`config.mk`:
```
export PLATFORM = sky130hd
export DESIGN_NAME = ptp_top
export DESIGN_NICKNAME = d
export VERILOG_FILES = /design/src/ptp_pkg.sv /design/src/ptp_tmr_if.sv /design/src/ptp_timer_core.sv /design/src/ptp_top.sv
export SDC_FILE = /design/constraint.sdc
export NUM_CORES = 1
export LEC_CHECK = 0
export CAP_MARGIN = 30
export CORE_UTILIZATION = 65
export DETAILED_ROUTE_END_ITERATION = 8
export DONT_BUFFER_PORTS = 1
export GPL_ROUTABILITY_DRIVEN = 0
export PLACE_DENSITY = 0.81
export SYNTH_ARGS = -nofsm -noshare
export SYNTH_HDL_FRONTEND = slang
export SYNTH_HIERARCHICAL = 1
export SYNTH_SLANG_ARGS = --single-unit
```
`constraint.sdc`:
```
create_clock -name hclk -period 6.05 [get_ports hclk]
set_clock_uncertainty 0.1 [all_clocks]
set_input_delay 0.3025 -clock hclk [delete_from_list [all_inputs] [get_ports hclk]]
set_output_delay 0.3025 -clock hclk [all_outputs]
set_load 0.005 [all_outputs]
```
`src/ptp_pkg.sv`:
```
// Package of constants and a helper function for the three-instance period timer block.
package ptp_pkg;

    // ------------------------------------------------------------------
    // Sizes.
    // ------------------------------------------------------------------
    localparam int unsigned NUM_TIMERS  = 3;
    localparam int unsigned DATA_W      = 8;
    localparam int unsigned PRESC_W     = 6;
    localparam int unsigned POST_W      = 4;
    localparam int unsigned INSTR_DIV_W = 2;

    // ------------------------------------------------------------------
    // Register map, byte addresses; each timer owns a block of words.
    // ------------------------------------------------------------------
    localparam logic [7:0] TMR_STRIDE   = 8'h10;
    localparam logic [3:0] OFS_CTRL     = 4'h0;
    localparam logic [3:0] OFS_COUNT    = 4'h4;
    localparam logic [3:0] OFS_PERIOD   = 4'h8;
    localparam logic [7:0] OFS_IRQ_FLAG = 8'h30;
    localparam logic [7:0] OFS_IRQ_EN   = 8'h34;

    // ------------------------------------------------------------------
    // Control register fields and reset values.
    // ------------------------------------------------------------------
    localparam int unsigned CTL_PS_HI   = 6;
    localparam int unsigned CTL_PS_LO   = 3;
    localparam int unsigned CTL_RUN_BIT = 2;
    localparam int unsigned CTL_CK_HI   = 1;
    localparam int unsigned CTL_CK_LO   = 0;
    localparam logic [7:0]  CTL_WR_MASK = 8'h7f;
    localparam logic [7:0]  CTL_RESET   = 8'h00;
    localparam logic [7:0]  COUNT_RESET = 8'h00;
    localparam logic [7:0]  PERIOD_RESET = 8'hff;

    // Last count of the instruction clock divider, which divides hclk by four.
    localparam logic [INSTR_DIV_W-1:0] INSTR_LAST = 2'h3;

    // Prescale terminal counts for divide by 1, 4, 16 and 64.
    localparam logic [PRESC_W-1:0] PRESC_LAST_1  = 6'h00;
    localparam logic [PRESC_W-1:0] PRESC_LAST_4  = 6'h03;
    localparam logic [PRESC_W-1:0] PRESC_LAST_16 = 6'h0f;
    localparam logic [PRESC_W-1:0] PRESC_LAST_64 = 6'h3f;

    // AHB transfer type and response codes.
    localparam logic [1:0] HTRANS_NONSEQ = 2'h2;
    localparam logic       HRESP_OKAY    = 1'b0;

    // Prescale select code to terminal count.
    function automatic logic [PRESC_W-1:0] ptp_presc_last(input logic [1:0] sel);
        case (sel)
            2'h0:    ptp_presc_last = PRESC_LAST_1;
            2'h1:    ptp_presc_last = PRESC_LAST_4;
            2'h2:    ptp_presc_last = PRESC_LAST_16;
            default: ptp_presc_last = PRESC_LAST_64;
        endcase
    endfunction

endpackage

```
`src/ptp_tmr_if.sv`:
```
// Interface carrying one timer's control, strobes and state.
`timescale 1ns/1ps
interface ptp_tmr_if;
    import ptp_pkg::*;
    logic              instr_tick;
    logic              sleep;
    logic [DATA_W-1:0] ctrl;
    logic              wr_count;
    logic              wr_period;
    logic              wr_ctrl;
    logic [DATA_W-1:0] wdata;
    logic [DATA_W-1:0] count;
    logic [DATA_W-1:0] period;
    logic              match;
    logic              flag_evt;

    modport core (input instr_tick, sleep, ctrl, wr_count, wr_period, wr_ctrl, wdata,
                  output count, period, match, flag_evt);
    modport regs (output instr_tick, sleep, ctrl, wr_count, wr_period, wr_ctrl, wdata,
                  input count, period, match, flag_evt);
endinterface

```
`src/ptp_timer_core.sv`:
```
// One 8-bit period timer with prescaler and postscaler.
`timescale 1ns/1ps
module ptp_timer_core (
    input  wire logic hclk,
    input  wire logic hresetn,
    ptp_tmr_if.core   tif
);
    import ptp_pkg::*;

    logic [DATA_W-1:0]  count_r,  count_nxt;
    logic [DATA_W-1:0]  period_r, period_nxt;
    logic [PRESC_W-1:0] presc_r,  presc_nxt;
    logic [POST_W-1:0]  post_r,   post_nxt;
    logic               match_r,  match_nxt;
    logic               evt_r,    evt_nxt;
    logic               run;
    logic               tick;
    logic               clr_scalers;

    // ------------------------------------------------------------------
    // Counting.
    // ------------------------------------------------------------------

    // Counting needs the run bit, no sleep and an instruction clock edge.
    assign run = tif.ctrl[CTL_RUN_BIT] & ~tif.sleep & tif.instr_tick;
    assign tick = run & (presc_r == ptp_presc_last(tif.ctrl[CTL_CK_HI:CTL_CK_LO]));
    assign clr_scalers = tif.wr_count | tif.wr_ctrl;

    // Next state of prescaler, counter, period and postscaler.
    always_comb begin
        presc_nxt  = presc_r;
        count_nxt  = count_r;
        period_nxt = period_r;
        post_nxt   = post_r;
        match_nxt  = 1'b0;
        evt_nxt    = 1'b0;
        if (run) begin
            presc_nxt = tick ? '0 : presc_r + 1'b1;
        end
        if (tick) begin
            if (count_r == period_r) begin
                count_nxt = '0;
                match_nxt = 1'b1;
                if (post_r == tif.ctrl[CTL_PS_HI:CTL_PS_LO]) begin
                    post_nxt = '0;
                    evt_nxt  = 1'b1;
                end else begin
                    post_nxt = post_r + 1'b1;
                end
            end else begin
                count_nxt = count_r + 1'b1;
            end
        end
        // A software write overrides the counting of the same cycle.
        if (tif.wr_count) begin
            count_nxt = tif.wdata;
        end
        if (tif.wr_period) begin
            period_nxt = tif.wdata;
        end
        if (clr_scalers) begin
            presc_nxt = '0;
            post_nxt  = '0;
        end
    end

    // Registers of the timer.
    always_ff @(posedge hclk or negedge hresetn) begin
        if (!hresetn) begin
            count_r  <= COUNT_RESET;
            period_r <= PERIOD_RESET;
            presc_r  <= '0;
            post_r   <= '0;
            match_r  <= 1'b0;
            evt_r    <= 1'b0;
        end else begin
            count_r  <= count_nxt;
            period_r <= period_nxt;
            presc_r  <= presc_nxt;
            post_r   <= post_nxt;
            match_r  <= match_nxt;
            evt_r    <= evt_nxt;
        end
    end

    assign tif.count    = count_r;
    assign tif.period   = period_r;
    assign tif.match    = match_r;
    assign tif.flag_evt = evt_r;

endmodule // ptp_timer_core

```
`src/ptp_top.sv`:
```
// Three period timers behind an AHB-Lite slave, with interrupt flags and outputs.
`timescale 1ns/1ps
module ptp_top (
    input  wire logic                        hclk,
    input  wire logic                        hresetn,
    input  wire logic                        hsel,
    input  wire logic [31:0]                 haddr,
    input  wire logic [1:0]                  htrans,
    input  wire logic                        hwrite,
    input  wire logic [2:0]                  hsize,
    input  wire logic [31:0]                 hwdata,
    input  wire logic                        hready,
    output logic                             hreadyout,
    output logic                             hresp,
    output logic [31:0]                      hrdata,
    input  wire logic                        sleep_mode,
    output logic                             irq,
    output logic [ptp_pkg::NUM_TIMERS-1:0]   pwm_time_base,
    output logic                             spi_shift_clk
);
    import ptp_pkg::*;

    // ------------------------------------------------------------------
    // Address decoding helpers.
    // ------------------------------------------------------------------

    // Returns the timer number of a timer block address, or NUM_TIMERS if none.
    function automatic logic [1:0] ptp_tmr_sel(input logic [7:0] a);
        logic [1:0] n;
        n = a[5:4];
        if ({2'h0, a[7:6]} != 4'h0 || n >= 2'(NUM_TIMERS)) begin
            ptp_tmr_sel = 2'(NUM_TIMERS);
        end else begin
            ptp_tmr_sel = n;
        end
    endfunction

    // True when the address hits a given register of a timer block.
    function automatic logic ptp_hit(input logic [7:0] a, input logic [3:0] ofs);
        ptp_hit = (ptp_tmr_sel(a) != 2'(NUM_TIMERS)) && (a[3:0] == ofs);
    endfunction

    // ------------------------------------------------------------------
    // Signals.
    // ------------------------------------------------------------------
    logic                          wr_pend_r,  wr_pend_nxt;
    logic [7:0]                    wr_addr_r,  wr_addr_nxt;
    logic [31:0]                   rdata_r,    rdata_nxt;
    logic [INSTR_DIV_W-1:0]        idiv_r,     idiv_nxt;
    logic                          itick_r,    itick_nxt;
    logic [DATA_W-1:0]             ctrl_r   [NUM_TIMERS];
    logic [DATA_W-1:0]             ctrl_nxt [NUM_TIMERS];
    logic [NUM_TIMERS-1:0]         flag_r,     flag_nxt;
    logic [NUM_TIMERS-1:0]         en_r,       en_nxt;
    logic                          accept;
    logic                          rd_accept;
    logic [7:0]                    rd_addr;
    logic [NUM_TIMERS-1:0]         evt;
    logic [NUM_TIMERS-1:0]         match;
    logic [DATA_W-1:0]             cnt_val  [NUM_TIMERS];
    logic [DATA_W-1:0]             per_val  [NUM_TIMERS];

    ptp_tmr_if tif [NUM_TIMERS] ();

    // ------------------------------------------------------------------
    // AHB-Lite slave: zero wait states, always OKAY.
    // ------------------------------------------------------------------
    assign accept    = hsel & hready & (htrans == HTRANS_NONSEQ);
    assign rd_accept = accept & ~hwrite;
    assign rd_addr   = haddr[7:0];
    assign hreadyout = 1'b1;
    assign hresp     = HRESP_OKAY;
    assign hrdata    = rdata_r;

    // Captures write addresses and builds read data during the address phase.
    always_comb begin
        wr_pend_nxt = accept & hwrite;
        wr_addr_nxt = accept ? haddr[7:0] : wr_addr_r;
        rdata_nxt   = rdata_r;
        if (rd_accept) begin
            rdata_nxt = '0;
            if (rd_addr == OFS_IRQ_FLAG) begin
                rdata_nxt = 32'(flag_r);
            end else if (rd_addr == OFS_IRQ_EN) begin
                rdata_nxt = 32'(en_r);
            end else if (ptp_hit(rd_addr, OFS_CTRL)) begin
                rdata_nxt = 32'(ctrl_r[ptp_tmr_sel(rd_addr)] & CTL_WR_MASK);
            end else if (ptp_hit(rd_addr, OFS_COUNT)) begin
                rdata_nxt = 32'(cnt_val[ptp_tmr_sel(rd_addr)]);
            end else if (ptp_hit(rd_addr, OFS_PERIOD)) begin
                rdata_nxt = 32'(per_val[ptp_tmr_sel(rd_addr)]);
            end
        end
    end

    // Bus-side registers.
    always_ff @(posedge hclk or negedge hresetn) begin
        if (!hresetn) begin
            wr_pend_r <= 1'b0;
            wr_addr_r <= 8'h00;
            rdata_r   <= 32'h0000_0000;
        end else begin
            wr_pend_r <= wr_pend_nxt;
            wr_addr_r <= wr_addr_nxt;
            rdata_r   <= rdata_nxt;
        end
    end

    // ------------------------------------------------------------------
    // Instruction clock enable: one pulse every four hclk cycles.
    // ------------------------------------------------------------------
    always_comb begin
        idiv_nxt  = idiv_r + 1'b1;
        itick_nxt = (idiv_r == INSTR_LAST);
    end

    always_ff @(posedge hclk or negedge hresetn) begin
        if (!hresetn) begin
            idiv_r  <= '0;
            itick_r <= 1'b0;
        end else begin
            idiv_r  <= idiv_nxt;
            itick_r <= itick_nxt;
        end
    end

    // ------------------------------------------------------------------
    // Control registers, one per timer.
    // ------------------------------------------------------------------
    always_comb begin
        for (int i = 0; i < NUM_TIMERS; i++) begin
            ctrl_nxt[i] = ctrl_r[i];
            if (wr_pend_r && ptp_hit(wr_addr_r, OFS_CTRL) && ptp_tmr_sel(wr_addr_r) == 2'(i)) begin
                ctrl_nxt[i] = hwdata[DATA_W-1:0] & CTL_WR_MASK;
            end
        end
    end

    always_ff @(posedge hclk or negedge hresetn) begin
        if (!hresetn) begin
            for (int i = 0; i < NUM_TIMERS; i++) begin
                ctrl_r[i] <= CTL_RESET;
            end
        end else begin
            for (int i = 0; i < NUM_TIMERS; i++) begin
                ctrl_r[i] <= ctrl_nxt[i];
            end
        end
    end

    // ------------------------------------------------------------------
    // Timer instances.
    // ------------------------------------------------------------------
    for (genvar g = 0; g < NUM_TIMERS; g++) begin : g_tmr
        logic sel_me;

        assign sel_me = wr_pend_r && (ptp_tmr_sel(wr_addr_r) == 2'(g));

        // Drives the timer's controls and strobes from the bus side.
        assign tif[g].instr_tick = itick_r;
        assign tif[g].sleep      = sleep_mode;
        assign tif[g].ctrl       = ctrl_r[g];
        assign tif[g].wr_count   = sel_me && (wr_addr_r[3:0] == OFS_COUNT);
        assign tif[g].wr_period  = sel_me && (wr_addr_r[3:0] == OFS_PERIOD);
        assign tif[g].wr_ctrl    = sel_me && (wr_addr_r[3:0] == OFS_CTRL);
        assign tif[g].wdata      = hwdata[DATA_W-1:0];
        assign cnt_val[g]        = tif[g].count;
        assign per_val[g]        = tif[g].period;
        assign match[g]          = tif[g].match;
        assign evt[g]            = tif[g].flag_evt;

        ptp_timer_core u_core (
            .hclk    (hclk),
            .hresetn (hresetn),
            .tif     (tif[g])
        );
    end

    // ------------------------------------------------------------------
    // Timer outputs.
    // ------------------------------------------------------------------

    // Raw matches feed the PWM units; only the first timer clocks the SPI port.
    assign pwm_time_base = match;
    assign spi_shift_clk = match[0];

    // ------------------------------------------------------------------
    // Interrupt flags and enables.
    // ------------------------------------------------------------------

    // Flags set on postscaled events; a status read or a zero write clears them,
    // and a new event in the same cycle wins over the clear.
    always_comb begin
        flag_nxt = flag_r;
        en_nxt   = en_r;
        if (rd_accept && rd_addr == OFS_IRQ_FLAG) begin
            flag_nxt = '0;
        end
        if (wr_pend_r && wr_addr_r == OFS_IRQ_FLAG) begin
            flag_nxt = flag_nxt & hwdata[NUM_TIMERS-1:0];
        end
        if (wr_pend_r && wr_addr_r == OFS_IRQ_EN) begin
            en_nxt = hwdata[NUM_TIMERS-1:0];
        end
        flag_nxt = flag_nxt | evt;
    end

    always_ff @(posedge hclk or negedge hresetn) begin
        if (!hresetn) begin
            flag_r <= '0;
            en_r   <= '0;
        end else begin
            flag_r <= flag_nxt;
            en_r   <= en_nxt;
        end
    end

    // Interrupt is high while any enabled flag is set.
    assign irq = |(flag_r & en_r);

endmodule // ptp_top

```
## Yosys cells after proc, flatten, opt, wreduce, memory -nomap -nowiden

Cells that the tools add are included.

| operators by class | value |
|---|---|
| magnitude comparators | 5 |
| eq/ne operators | 31 |
| multiplexer cells | 93 |
| $add $sub $neg | 10 |
| bitwise logic cells | 24 |
| reductions and logical operators | 49 |

Operator list:

| kind | number |
|---|---|
| $mux W8 | 16 |
| $mux W32 | 2 |
| $mux W2 | 29 |
| $mux W6 | 9 |
| $pmux W6 S3 | 3 |
| $bmux W8 S2 | 3 |
| $mux W4 | 12 |
| $eq A8 B6 Y1 const B | 4 |
| $reduce_bool A2 Y1 | 14 |
| $add A8 B1 Y8 const B | 3 |
| $eq A8 B8 Y1 | 3 |
| $logic_and A1 B1 Y1 | 23 |
| $add A6 B1 Y6 const B | 3 |
| $eq A6 B6 Y1 | 3 |
| $mux W1 | 15 |
| $mux W7 | 2 |
| $and A1 B1 Y1 | 13 |
| $add A4 B1 Y4 const B | 3 |
| $eq A2 B2 Y1 const B | 6 |
| $eq A4 B4 Y1 | 3 |
| $ge A3 B3 Y1 const B | 3 |
| $not A2 Y3 | 3 |
| $eq A2 B1 Y1 const B | 4 |
| $eq A4 B3 Y1 const B | 2 |
| other kinds (14) | 31 |

| storage, ports and cells | value |
|---|---|
| input port bits | 75 |
| register bits after elaboration | 155 |
| output and inout bits | 39 |
| word-level logic and storage cells | 240 |

## Depth between registers and ports, before layout

| depth | value |
|---|---|
| depth in word-level cells | 36 |
| mapped depth | 7 |
| gate-level depth less buffers | 6 |

## Modules after synthesis

Netlist, hierarchy kept.

By module, submodules not included:

| module | area each (µm²) | cells an instance | times used |
|---|---|---|---|
| ptp_timer_core | 1625.3 | 161 | 3 |
| ptp_top | 2894.0 | 298 | 1 |

## Worst setup path after synthesis

No wires, ideal clock.

| timing | value |
|---|---|
| kind | register to register |
| start point | reg ctrl_r (netlist bit tif[2].ctrl[1]) |
| end point | reg g_tmr[2].u_core.post_r[3] |
| clock period less this slack | 2176 ps |
| slack | 3874 ps |
| data arrival time | 1999 ps |
| library setup time | 78 ps |
| stages on the path, launching flop included | 5 |
| buffers on the path | 0 |
| cells stage by stage | dfrtp_1 -> or4_4 -> a2111oi_4 -> or4b_1 -> a21oi_1 |

| between the ends | value |
|---|---|
| longest elaborated chain between the ends | 6 |

RTL lines:

| element | RTL line | source |
|---|---|---|
| start, declared | ptp_top.sv:51 | `logic [DATA_W-1:0] ctrl_r [NUM_TIMERS];` |
| start signal, assigned by index | ptp_top.sv:146 | `ctrl_r[i] <= ctrl_nxt[i];` |
| $eq A2 B2 Y1, or another cell as far along | ptp_pkg.sv:51 | `case (sel)` |
| $pmux W6 S3 (*) | ptp_pkg.sv:51 |  |
| $eq A6 B6 Y1 (*) | ptp_timer_core.sv:26 | `assign tick = run & (presc_r == ptp_presc_last(tif.ctrl[CTL_CK_HI:CTL_CK_LO]));` |
| $and A1 B1 Y1 (*) | ptp_timer_core.sv:26 |  |
| $reduce_bool A2 Y1 (no line) (*) | - |  |
| $reduce_and A2 Y1 (no line) (*) | - |  |
| end signal, assigned | ptp_timer_core.sv:80 | `post_r <= post_nxt;` |
| end, declared | ptp_timer_core.sv:13 | `logic [POST_W-1:0] post_r, post_nxt;` |

Every way passes the cells marked *; elsewhere a longest branch is shown, timed or not.
A chain may end at the register's enable or synchronous reset.

## Final worst setup path

| timing | value |
|---|---|
| start point | reg itick_r |
| end point | reg g_tmr[0].u_core.post_r[3] |

| between the ends | value |
|---|---|
| longest elaborated chain between the ends | 4 |

RTL lines:

| element | RTL line | source |
|---|---|---|
| start, declared | ptp_top.sv:50 | `logic itick_r, itick_nxt;` |
| start signal, assigned | ptp_top.sv:123 | `itick_r <= itick_nxt;` |
| $and A1 B1 Y1 | ptp_timer_core.sv:25 | `assign run = tif.ctrl[CTL_RUN_BIT] & ~tif.sleep & tif.instr_tick;` |
| $and A1 B1 Y1 | ptp_timer_core.sv:26 |  |
| $reduce_bool A2 Y1 (no line) | - |  |
| $reduce_and A2 Y1 (no line) | - |  |
| end signal, assigned | ptp_timer_core.sv:80 |  |
| end, declared | ptp_timer_core.sv:13 |  |

No other way between the ends.

==> summary.md <==
| Metric | Value |
|---|---|
| Synth Area per Inst | 9.949 um2 |
| Yosys reg bits | 131 |
| Initial DRT Pass Iterations | 8 |
| Post-CTS setup buffer count | 0 |
| Rel. slew slack | 0.2906 |
| Metal-1 WL | 8224 um |
| Port bufs | 0 |
| Crit path launch type | flop |
| Vias/cell | 6.691 |
| Main combinational cell family by area after synthesis | simple AND/OR/NAND/NOR gates |
| CP max stage delay | 630 ps |
| Total congestion overflow | 0 |
| Crit path cell chain | and3b_1 -> o221ai_1 -> a2111oi_4 -> or4b_1 -> a21oi_1 |
| Max cap viols | 0 |
| Met3 wire length | 1612 um |
| Synth Area in Adders | 0.01610 |
| Avg WL per Cell | 21.58 um |
| Power per Cell Area | 279.2 nW/um2 |
| Largest net degree at the start of global routing | 132 |
| Drt drc | 14 |
| Post-synthesis mux area share | 0.1164 |
| Die height | 111.3 um |
| Critical path fanouts, max | 6 |
| # setup viols final | 0 |
| Yosys Warn Count | 6 |
| Slowest cell on the critical path | a2111oi_4 |
| H-tree Lvls | 4 |
| Compound-cell area share of the yosys netlist | 0.1374 |
| Crit Path Class | reg -> reg |
| Commonest non-fill, non-tap cell in the layout | dfrtp_1 |
| Gr usage total | 0.3424 |
| Distinct cells, synth | 60 |
| Routed via count | 6310 |
| Clk root buf | clkbuf_16 |
| Die W | 111.3 um |
| Max VDD drop | 0.0002743 V |
| First-pass GRT wire length | 32510 um |
| Routed wl met2 | 9674 um |
| Area Overhead vs Synth | 10.60% |
| Final Critical Period | 2530 ps |
| Initial antenna violation count | 1 |
| Clock transition at the registers of the reported paths | 60 ps |
| Status | finished with violations |
| Leakage | 3.673 nW |
| # IOs | 114 |
| CTS tree | yes |
| Worst-case clock buffer depth | 2 |
| DIE AREA | 12400 um2 |
| Fin area | 8593 um2 |
| Starting Density | 0.6747 |
| Fin crit share | 0.4182 |
| Failing checks | design-rule violations |
| Routed wire length | 20350 um |
| Post-synthesis simple-gate area fraction | 0.1994 |
| CTS Buf Count | 17 |
| Most frequent cells in the layout | dfrtp_1 (107), nand2_1 (62), nor2_1 (55) |
| Nets | 871 |
| Post-Syn Instances | 781 |
| Vias in the first global route | 6159 |
| Starting DRT DRC Count | 829 |
| WP data arrival | 2780 ps |
| DR top layer | met4 |
| DRT antenna net count | 0 |
| Dpl cell area | 7707 um2 |
| Worst skew pair latency | 420 ps |
| Max Transition Viols Final | 0 |
| Post-Syn Area | 7770 um2 |
| XOR/XNOR Fraction of Synth Area | 0.05411 |
| Post-detail-place hpwl | 13520 um |
| Number of synthesized flops with an enable pin | 0 |
| Fmax achieved | 0.3952 GHz |
| Endpoints failing hold | 0 |
| Primary FF master, synth | dfrtp_1 |
| Sink Count | 131 |
| Crit. End Element | flop |
| Ys async rst share | 1.000 |
| Core area | 11520 um2 |
| RSZ-0062 raised after global routing | false |
| Worst-margin pin slew | 1054 ps |
| Worst min-delay path category | in -> reg |
| Fin Setup TNS | 0 ps |
| Layout cells sized above 1 | 0.1640 |
| Row Count | 39 |
| WP data required | 6300 ps |
| Post-synthesis sequential area ratio | 0.4258 |
flip-flops by register name, summed over array words and instances (netlist names):
register / cells
g_tmr.u_core/tif.period: 24
hrdata: 8
g_tmr.u_core/tif.match: 3
g_tmr.u_core/post_r: 12
wr_addr_r: 8
en_r: 3
g_tmr.u_core/tif.count: 24
tif.ctrl: 21
g_tmr.u_core/tif.flag_evt: 3
flag_r: 3
g_tmr.u_core/presc_r: 18
wr_pend_r: 1
idiv_r: 2
itick_r: 1
report_power, final:
part	leakage, nW	switching [mW]	internal, mW	total, mW
clock network	0.329	0.376	0.784	1.16
registers	1.63	0.0824	0.930	1.01
logic	1.71	0.126	0.101	0.227
final cells by class:
class	count	area [um2]
multi-input combinational	604	4164
sequential	131	3308
fill	780	2923
clock buffer	23	498.0
timing repair buffer	23	235.2
tap	143	178.9
clock inverter	9	172.7
inverter	9	33.78
antenna	1	2.502
per-layer routing:
layer | track usage | vias up
met4 | 0.1685 | 0
met3 | 0.08710 | 71
met5 | 0 | -
met2 | 0.5367 | 314
met1 | 0.4453 | 3112
li1 | - | 2813
synth_stat cells (5+ instances only):
cell type / n / share of area
o31ai_1: 12 / 0.012
a31oi_1: 5 / 0.0040
dfstp_2: 24 / 0.081
ha_1: 10 / 0.016
nand2_1: 62 / 0.030
a32oi_1: 16 / 0.018
nor2_1: 55 / 0.027
nor2b_1: 21 / 0.017
mux2i_1: 33 / 0.043
xnor2_1: 24 / 0.027
o211ai_1: 9 / 0.0087
or2_2: 6 / 0.0048
nand3b_1: 5 / 0.0048
a21oi_1: 51 / 0.033
nand2b_1: 18 / 0.014
nor4_1: 7 / 0.0056
mux2_2: 51 / 0.074
clkbuf_1: 25 / 0.012
o21ai_0: 25 / 0.016
dfrtp_1: 107 / 0.34
nand4_1: 17 / 0.014
xor2_1: 24 / 0.027
a211oi_1: 9 / 0.0087
nand3_1: 22 / 0.014
inv_1: 9 / 0.0043
buf_4: 30 / 0.029
nor3_1: 18 / 0.012
and4_1: 12 / 0.014
and3_1: 6 / 0.0048
or3_1: 5 / 0.0040
critical path: cells and delay by family (launching register included):
kind | cells | cell delay, ps
AND/OR/NAND/NOR | 2 | 810
flip-flops | 1 | 490
AO/OA/AOI/OAI | 3 | 1060
per-stage QoR:
| step | utilization | power [mW] | setup WS (ps) | instances | hold slack [ps] |
|---|---|---|---|---|---|
| CTS | 0.7455 | 2.398 | 3563 | 941 | 14.05 |
| global route | 0.7462 | 2.471 | 3394 | 943 | 46.76 |
| global placement | 0.6693 | 1.188 | 3694 | 890 | -90.49 |
| floorplan | - | 1.171 | 3874 | 805 | -93.09 |
| finish | 0.7462 | 2.399 | 3520 | 943 | 41.17 |
| detailed placement | 0.6693 | 1.202 | 3637 | 890 | -90.11 |
kinds of logic after synthesis:
kind of cell    after synthesis
buf+inv                      70
simple gates                281
other cells                   2
compound gates              155
xor+xnor                     48
mux                          84
fa+ha+maj                    10
flops                       131
final timing paths:
| kind | from | endpoint | slack (ps) | cells past startpoint |
|---|---|---|---|---|
| min in group asynchronous | hresetn | hrdata[1]$_DFFE_PN0N_ | 410 | 2 |
| max reg2reg | itick_r$_DFF_PN0_ | g_tmr[0].u_core/post_r[3]$_DFFE_PN0P_ | 3520 | 5 |
| min | haddr[2] | hrdata[1]$_DFFE_PN0N_ | 40 | 2 |
| max in group asynchronous | hresetn | hrdata[3]$_DFFE_PN0N_ | 4910 | 2 |
| min reg2reg | idiv_r[0]$_DFF_PN0_ | idiv_r[0]$_DFF_PN0_ | 350 | 1 |
| max | itick_r$_DFF_PN0_ | g_tmr[0].u_core/post_r[3]$_DFFE_PN0P_ | 3520 | 5 |
repair_timing:
action                                 in CTS  in global routing
resized for setup                           0                  0
endpoints found under the hold margin     217                  0
hold buffers                               19                  0
(Power assumes the default switching activity.)
